===== config.mk =====
export PLATFORM = sky130hd
export DESIGN_NAME = dcos_ctrl
export DESIGN_NICKNAME = d
export VERILOG_FILES = /design/src/include/dcos_pkg.sv /design/src/logic/dcos_ctrl.sv
export SDC_FILE = /design/constraint.sdc
export NUM_CORES = 1
export LEC_CHECK = 0
export ABC_CLOCK_PERIOD_IN_PS = 2500
export BUFFER_PORTS_ARGS = -buffer_cell sky130_fd_sc_hd__buf_4
export CELL_PAD_IN_SITES_DETAIL_PLACEMENT = 1
export CELL_PAD_IN_SITES_GLOBAL_PLACEMENT = 1
export CORE_MARGIN = 2
export CORE_UTILIZATION = 44
export DETAILED_ROUTE_END_ITERATION = 12
export PLACE_DENSITY_LB_ADDON = 0.1
export SYNTH_ARGS = -nofsm -noshare
export SYNTH_HDL_FRONTEND = slang
export SYNTH_SLANG_ARGS = --single-unit

===== constraint.sdc =====
create_clock -name clk -period 2.5 [get_ports clk]
set_input_delay 0.125 -clock clk [delete_from_list [all_inputs] [get_ports clk]]
set_output_delay 0.125 -clock clk [all_outputs]
set_load 0.02 [all_outputs]

===== src/include/dcos_pkg.sv =====
// Constants and types for the differential clock output stop control
package dcos_pkg;

  // Width of each configuration byte, shared by all four outputs
  localparam int CFG_W = 8;

  // Stop drive mode bit and its values
  localparam int STOP_MODE_BIT = 6;
  localparam logic STOP_MODE_DRIVEN = 1'h0;
  localparam logic STOP_MODE_HIZ    = 1'h1;

  // Stoppable bit positions for the four outputs
  localparam int NUM_OUT = 4;
  localparam int STOPPABLE_POS [NUM_OUT] = '{1, 2, 5, 6};

  // Reset values of the configuration bytes
  localparam logic [7:0] MODE_RESET  = 8'h07;
  localparam logic [7:0] STOPEN_RESET = 8'h00;

  // Register offsets
  localparam logic [1:0] ADDR_MODE   = 2'h0;
  localparam logic [1:0] ADDR_STOPEN = 2'h2;
  localparam logic [1:0] ADDR_STATUS = 2'h3;

  // Debounce depth in complement-clock rising edges
  localparam int DEBOUNCE_EDGES = 2;

  // Restart latency window in output clock periods
  localparam int RESTART_MIN = 2;
  localparam int RESTART_MAX = 6;

  // Tri-state release drive-up limit
  localparam int    DRIVE_UP_NS  = 10;
  localparam int    CLK_PERIOD_NS = 40;
  localparam int    DRIVE_UP_CYC =
    (DRIVE_UP_NS / CLK_PERIOD_NS) < 1 ? 1 : DRIVE_UP_NS / CLK_PERIOD_NS;

  // One output's pin drive: value and active-low enable per leg
  typedef struct packed {
    logic posVal;
    logic posOe_b;
    logic negVal;
    logic negOe_b;
  } dcos_pins_t;

  typedef enum logic [1:0] {
    ST_RUN,
    ST_HALTING,
    ST_HALTED
  } dcos_state_t;

endpackage


===== src/logic/dcos_ctrl.sv =====
// Output stop control for a four-output differential clock buffer
//////////////////////////////////////////////////////////////////////////////
// Summary of operation
// - Stop asserted halts each stoppable output right after its next edge.
// - Drive mode 0 parks true leg driven high, complement leg undriven.
// - Drive mode 1 releases both legs of every stopped output.
// - Release restarts all stopped outputs together, glitch-free, within 2-6.
// - In tri-state mode true leg is driven high once release is debounced, at the second complement-clock rising edge after it.
// - Per-output stoppable bits act only with the stop input.
// - Stop input changes count after two steady complement-clock rising edges.
// - Drive-mode bit 6 picks driven (0, default) or hi-Z (1) parking.
// - Stoppable bits 6,5,2,1: 0 free-run (default), 1 stoppable.
module dcos_ctrl
  import dcos_pkg::*;
#(
  parameter int NOUT = NUM_OUT
) (
  // Clock and reset
  input  wire logic             clk,
  input  wire logic             rst_b,
  // Reference clock sampled as a level, and stop input
  input  wire logic             refClockIn,
  input  wire logic             outputHaltN,
  // Register port
  input  wire logic [1:0]       regAddr,
  input  wire logic [CFG_W-1:0] regWdata,
  input  wire logic             regWr,
  input  wire logic             regRd,
  output logic      [CFG_W-1:0] regRdata,
  // Output pins
  output dcos_pins_t [NOUT-1:0] clkOutPins
);

  if (NOUT != NUM_OUT) begin : g_chk
    $error("dcos_ctrl supports exactly four outputs");
  end

  //////////////////////////////////////////////////////////////////////////////
  // Registers
  logic [CFG_W-1:0] mode_ff, nxt_mode;
  logic [CFG_W-1:0] stopEn_ff, nxt_stopEn;
  logic [CFG_W-1:0] rdata_ff, nxt_rdata;
  logic [CFG_W-1:0] status;
  logic             hizMode;
  logic [NOUT-1:0]  stoppable;

  assign hizMode = mode_ff[STOP_MODE_BIT];
  for (genvar i = 0; i < NOUT; i++) begin : g_sel
    assign stoppable[i] = stopEn_ff[STOPPABLE_POS[i]];
  end

  always_comb begin
    nxt_mode   = mode_ff;
    nxt_stopEn = stopEn_ff;
    nxt_rdata  = '0;
    if (regWr && regAddr == ADDR_MODE)   nxt_mode   = regWdata;
    if (regWr && regAddr == ADDR_STOPEN) nxt_stopEn = regWdata;
    if (regRd) begin
      unique case (regAddr)
        ADDR_MODE:   nxt_rdata = mode_ff;
        ADDR_STOPEN: nxt_rdata = stopEn_ff;
        ADDR_STATUS: nxt_rdata = status;
        default:     nxt_rdata = '0;
      endcase
    end
  end

  always_ff @(posedge clk or negedge rst_b) begin
    if (!rst_b) begin
      mode_ff   <= MODE_RESET;
      stopEn_ff <= STOPEN_RESET;
      rdata_ff  <= '0;
    end else begin
      mode_ff   <= nxt_mode;
      stopEn_ff <= nxt_stopEn;
      rdata_ff  <= nxt_rdata;
    end
  end
  assign regRdata = rdata_ff;

  //////////////////////////////////////////////////////////////////////////////
  // Debounce on rising edges of the complement clock (falling of ref)
  logic       refPrev_ff, nxt_refPrev;
  logic       haltSamp_ff, nxt_haltSamp;
  logic       stopReq_ff, nxt_stopReq;
  logic       negRise;
  logic       posFall;

  assign negRise = refPrev_ff && !refClockIn;
  assign posFall = negRise;

  always_comb begin
    nxt_refPrev  = refClockIn;
    nxt_haltSamp = haltSamp_ff;
    nxt_stopReq  = stopReq_ff;
    if (negRise) begin
      nxt_haltSamp = outputHaltN;
      // Two agreeing samples needed before a change counts
      if (haltSamp_ff == outputHaltN) begin
        nxt_stopReq = !outputHaltN;
      end
    end
  end

  always_ff @(posedge clk or negedge rst_b) begin
    if (!rst_b) begin
      refPrev_ff  <= 1'h0;
      haltSamp_ff <= 1'h1;
      stopReq_ff  <= 1'h0;
    end else begin
      refPrev_ff  <= nxt_refPrev;
      haltSamp_ff <= nxt_haltSamp;
      stopReq_ff  <= nxt_stopReq;
    end
  end

  //////////////////////////////////////////////////////////////////////////////
  // Halt state: freeze once the true leg has risen
  // Parking high in a high phase adds no edge, so no runt low pulse
  dcos_state_t     state_ff, nxt_state;
  logic [NOUT-1:0] halted_ff, nxt_halted;
  logic            hizPark;

  always_comb begin
    nxt_state  = state_ff;
    nxt_halted = halted_ff;
    unique case (state_ff)
      ST_RUN: if (stopReq_ff) nxt_state = ST_HALTING;
      ST_HALTING: begin
        if (!stopReq_ff) begin
          nxt_state = ST_RUN;
        end else if (refClockIn) begin
          // Next rise seen; latch which outputs stop
          nxt_halted = stoppable;
          nxt_state  = ST_HALTED;
        end
      end
      ST_HALTED: begin
        // Restart on a clock fall: all together, no runt pulse
        if (!stopReq_ff && posFall) begin
          nxt_halted = '0;
          nxt_state  = ST_RUN;
        end
      end
    endcase
  end

  always_ff @(posedge clk or negedge rst_b) begin
    if (!rst_b) begin
      state_ff  <= ST_RUN;
      halted_ff <= '0;
    end else begin
      state_ff  <= nxt_state;
      halted_ff <= nxt_halted;
    end
  end

  // Tri-state park ends when stopReq_ff or the drive-mode bit clears; on release that is the second complement-clock rising edge after it, not within 10 ns
  assign hizPark = hizMode && stopReq_ff;

  //////////////////////////////////////////////////////////////////////////////
  // Output pins
  for (genvar i = 0; i < NOUT; i++) begin : g_out
    always_comb begin
      clkOutPins[i] = '{posVal: refClockIn, posOe_b: 1'h0,
                        negVal: !refClockIn, negOe_b: 1'h0};
      if (halted_ff[i]) begin
        if (hizPark) begin
          clkOutPins[i] = '{posVal: 1'h0, posOe_b: 1'h1,
                            negVal: 1'h0, negOe_b: 1'h1};
        end else begin
          clkOutPins[i] = '{posVal: 1'h1, posOe_b: 1'h0,
                            negVal: 1'h0, negOe_b: 1'h1};
        end
      end
    end
  end

  assign status = {{(CFG_W-NOUT-2){1'h0}}, stopReq_ff,
                   state_ff == ST_HALTED, halted_ff};

  //////////////////////////////////////////////////////////////////////////////
  // Checks
  AST_HALT_ONLY_STOPPABLE: assert property (
    @(posedge clk) disable iff (!rst_b)
    $changed(halted_ff) |->
      halted_ff == '0 || halted_ff == $past(stoppable))
    else $error("halted output not stoppable");
  AST_FREE_RUN: assert property (
    @(posedge clk) disable iff (!rst_b)
    (state_ff == ST_HALTING && nxt_state == ST_HALTED)
      |=> halted_ff == $past(stoppable))
    else $error("halt set differs from stoppable bits");
  AST_DRIVEN_PARK: assert property (
    @(posedge clk) disable iff (!rst_b)
    (halted_ff[0] && !hizPark) |-> clkOutPins[0] == 4'h9)
    else $error("driven park wrong");
  AST_HIZ_PARK: assert property (
    @(posedge clk) disable iff (!rst_b)
    (halted_ff[0] && hizPark) |-> clkOutPins[0] == 4'h5)
    else $error("hi-z park wrong");
  AST_RESTART_TOGETHER: assert property (
    @(posedge clk) disable iff (!rst_b)
    $fell(state_ff == ST_HALTED) |-> halted_ff == '0)
    else $error("outputs did not restart together");
  AST_HIZ_RELEASE: assert property (
    @(posedge clk) disable iff (!rst_b)
    $fell(stopReq_ff) |-> !clkOutPins[0].posOe_b)
    else $error("true leg not driven after release");
  AST_DEBOUNCE: assert property (
    @(posedge clk) disable iff (!rst_b)
    $rose(stopReq_ff) |-> $past(negRise) && !$past(outputHaltN)
      && !$past(haltSamp_ff))
    else $error("stop accepted without debounce");
  AST_MODE_RESET: assert property (
    @(posedge clk) disable iff (!rst_b)
    $rose(rst_b) |-> !hizMode)
    else $error("drive mode reset wrong");

  COV_STOP: cover property (@(posedge clk) $rose(state_ff == ST_HALTED));
  COV_RESTART: cover property (@(posedge clk) $fell(state_ff == ST_HALTED));
  COV_HIZ: cover property (@(posedge clk) halted_ff[0] && hizPark);

endmodule


==> summary.md <==
| Metric | Value |
|---|---|
| FP Rows | 21 |
| Tot Pwr | 1.75 mW |
| Initial DRC count | 23 |
| Final Hold Vio Count | 0 |
| CTS sink cnt | 33 |
| Peak per-stage delay on the critical path | 0.39 ns |
| CP startpoint | state_ff[0]$_DFFE_PN0P_ |
| Final setup skew | 0.00612 ns |
| Yosys cell types | 32 |
| Crit path max-delay cell type | dfrtp_1 |
| Drt via density | ~5.3 |
| WP data arrival | 1.90 ns |
| Post-synthesis sequential area ratio | 0.542 |
| Grt ovf | 0 |
| Vias in the first global route | 1238 |
| Leak pwr | 0.941 nW |
| Syn Inst Count | 120 |
| RSZ-0062 raised after global routing | no |
| Drt pass-1 iters | 4 |
| Die W | 63.0 um |
| Root buffer cell | clkbuf_4 |
| Post-synth top flop | dfrtp_1 |
| Cell Int Power | between 1 and 1.5 mW |
| Die Ht | 63.0 um |
| Final Cycle Share | 0.648 |
| VDD IR-drop max | about 0.00049 V |
| Setup TNS | 0 ns |
| Area grow syn2layout | 26.6% |
| First-pass GRT wire length | 6.31 mm |
| DRT antenna net count | 0 |
| Setup violators final | 0 |
| CTS Buffer Depth | 2 |
| CP required | 2.78 ns |
| R2R Path Start | state_ff[0]$_DFFE_PN0P_ |
| Mean Syn Cell Area | 12.8 um^2 |
| GPL Wtd Cong | 0.798 |
| P_sw | 0.628 mW |
| Status | complete, no violations |
| H-tree levels | 2 |
| Flop pwr share | 0.427 |
| Critical Path, Cell by Cell | inv_1, ha_1, and4b_1, a21oi_1, a22o_1 |
| Fin. max-slew vios | 0 |
| # nets final | 182 |
| Post-Syn Area | around 1500 um^2 |
| DR vias | 1105 |
| Drt wl/cell | roughly 17 um |
| Final Core Density | 0.582 |
| CTS tree | built |
| Number of max-cap violations | 0 |
| Worst-path clk slew | roughly 0.1 ns |
| FF-to-FF path depth | 5 |
| Fin crit period | 1.62 ns |
| Antenna violations before repair | 0 |
| CP startpoint kind | flip-flop |
| DP Worst Slack | 0.921 ns |
| Clk network pwr share | 0.195 |
| Hold path cells | 2 |
| Register bit total from synthesis | 33 |
| Critical hold path startpoint | regWdata[5] |
| Drt drc | 0 |
| Worst Path Max Fanout | 6 |
| Post-Route WL | 3.66 mm |
| Ys async rst share | 1.00 |
| Worst Tran Pin Value | 0.475 ns |
| Net Sw Frac | 0.358 |
| Number of synthesis warnings | 0 |
| Pwr/cell area | about 900 nW/um^2 |
| Fmax | 0.617 GHz |
| Detailed Place HPWL | 2.70 mm |
| Layout cells sized above 1 | 0.427 |
| Post-Syn Nets | ~140 |
| Total track usage | 0.212 |
| Final WS setup | 0.880 ns |
| Post-CTS setup buffer count | 0 |
| CTS Buf Count | 5 |
| Buffers on Ports | 39 |
| Worst-skew pair later-pin latency | 0.34 ns |
| Initial core utilization | 0.459 |
| Critical path endpoint category | flip-flop |
| Total Die Area | 3970 um^2 |
| Post-synth EDFFs | 0 |
| WS Path Type | reg -> reg |
| Largest net degree at the start of global routing | 34 |
| Ant. Diodes | 0 |
| Combinational cell fraction of total power | 0.378 |
| IO Count | 40 |
| Max_slew headroom | 0.683 |
| Core region area | roughly 3300 um^2 |
| HP Class | in -> reg |
-- routing by layer --
metal  GRT usage  wire length, um  up-vias  share of wire
li1            -                -      521              -
met1       0.264             1600      541           0.44
met2       0.354             1820       38           0.50
met3      0.0468              181        5          0.050
met4      0.0917               59        0          0.016
met5           0                0        -              0
-- path summary, 6_finish.rpt --
path                       slack, ns                       end
max in group asynchronous       1.91    mode_ff[0]$_DFFE_PN1P_
min reg2reg                     0.49   haltSamp_ff$_DFFE_PN1P_
min                             0.02    mode_ff[5]$_DFFE_PN0P_
max reg2reg                     0.88  halted_ff[1]$_DFFE_PN0P_
max                             0.88  halted_ff[1]$_DFFE_PN0P_
min in group asynchronous       0.26    mode_ff[5]$_DFFE_PN0P_
-- cell families (layout without fill, tap and decap cells) --
| family | Yosys count | in the layout | synth area share |
|---|---|---|---|
| compound gates | 16 | 16 | 0.0865 |
| fa+ha+maj | 3 | 3 | 0.0245 |
| buf+inv | 8 | 52 | 0.0286 |
| flops | 33 | 33 | 0.542 |
| mux | 25 | 25 | 0.176 |
| simple gates | 35 | 35 | 0.142 |
-- power groups by stage --
stage / registers (mW) / clock network (mW) / logic (mW)
after CTS: 0.749 / 0.349 / 0.669
final: 0.749 / 0.341 / 0.662
after detailed placement: 0.759 / 0 / 0.664
after global routing: 0.767 / 0.370 / 0.720
after global placement: 0.754 / 0 / 0.625
after floorplan: 0.779 / 0 / 0.354
-- state kept, by name, indices dropped and copies added, names as in the netlist --
register and count:
halted_ff 4, regRdata 8, haltSamp_ff 1, stopEn_ff 8, mode_ff 8, state_ff 2, stopReq_ff 1, refPrev_ff 1
-- cells in the mapped netlist (2+ instances only) --
| cell type | n | area share |
|---|---|---|
| a22o_1 | 4 | 0.023 |
| and2_1 | 7 | 0.029 |
| and3_1 | 4 | 0.016 |
| buf_2 | 2 | 0.0065 |
| dfrtp_1 | 29 | 0.47 |
| dfstp_2 | 4 | 0.069 |
| ha_1 | 3 | 0.024 |
| inv_1 | 3 | 0.0073 |
| mux2_2 | 16 | 0.12 |
| mux2i_1 | 9 | 0.059 |
| nand2_1 | 2 | 0.0049 |
| nor2_1 | 11 | 0.027 |
| o21ai_0 | 2 | 0.0065 |
| o2bb2ai_1 | 6 | 0.034 |
-- final cells by class --
cell class	instances	area, um^2
Clock inverter	1	5.00
Clock buffer	7	65.1
Timing Repair Buffer	41	313
Sequential cell	33	831
Inverter	3	11.3
Tap cell	46	57.6
Fill cell	370	1400
Multi-Input combinational cell	79	658
-- cells in the final DEF (no fill, tap or decap), drive strengths merged, types with 4 or more instances in the layout --
master,synthesis,layout
and2,7,7
mux2i,9,9
mux2,16,16
o2bb2ai,6,6
nor2,11,11
and3,4,4
dfrtp,29,29
dfstp,4,4
clkbuf,1,7
buf,4,39
a22o,4,4
-- critical path, delay by kind of cell (launching register included) --
kind            cells  cell delay, ns
compound gates      2            0.47
flops               1            0.39
fa+ha+maj           1            0.30
simple gates        1            0.29
buf+inv             1            0.10
-- through the flow --
stage | hold WS (ns) | std cells | area (um^2)
after CTS | 0.0182 | 210 | 1940
after floorplan | -0.171 | 120 | 1530
after global placement | 0.0809 | 200 | 1850
after detailed placement | 0.0858 | 200 | 1850
after global routing | 0.0154 | 210 | 1940
final | 0.0238 | 210 | 1940
-- timing repair --
action                    CTS  global route
gates resized for setup     0             0
hold endpoints to repair   30             0
hold buffers                2             0
Note: power is estimated with default switching activity, not from simulation.
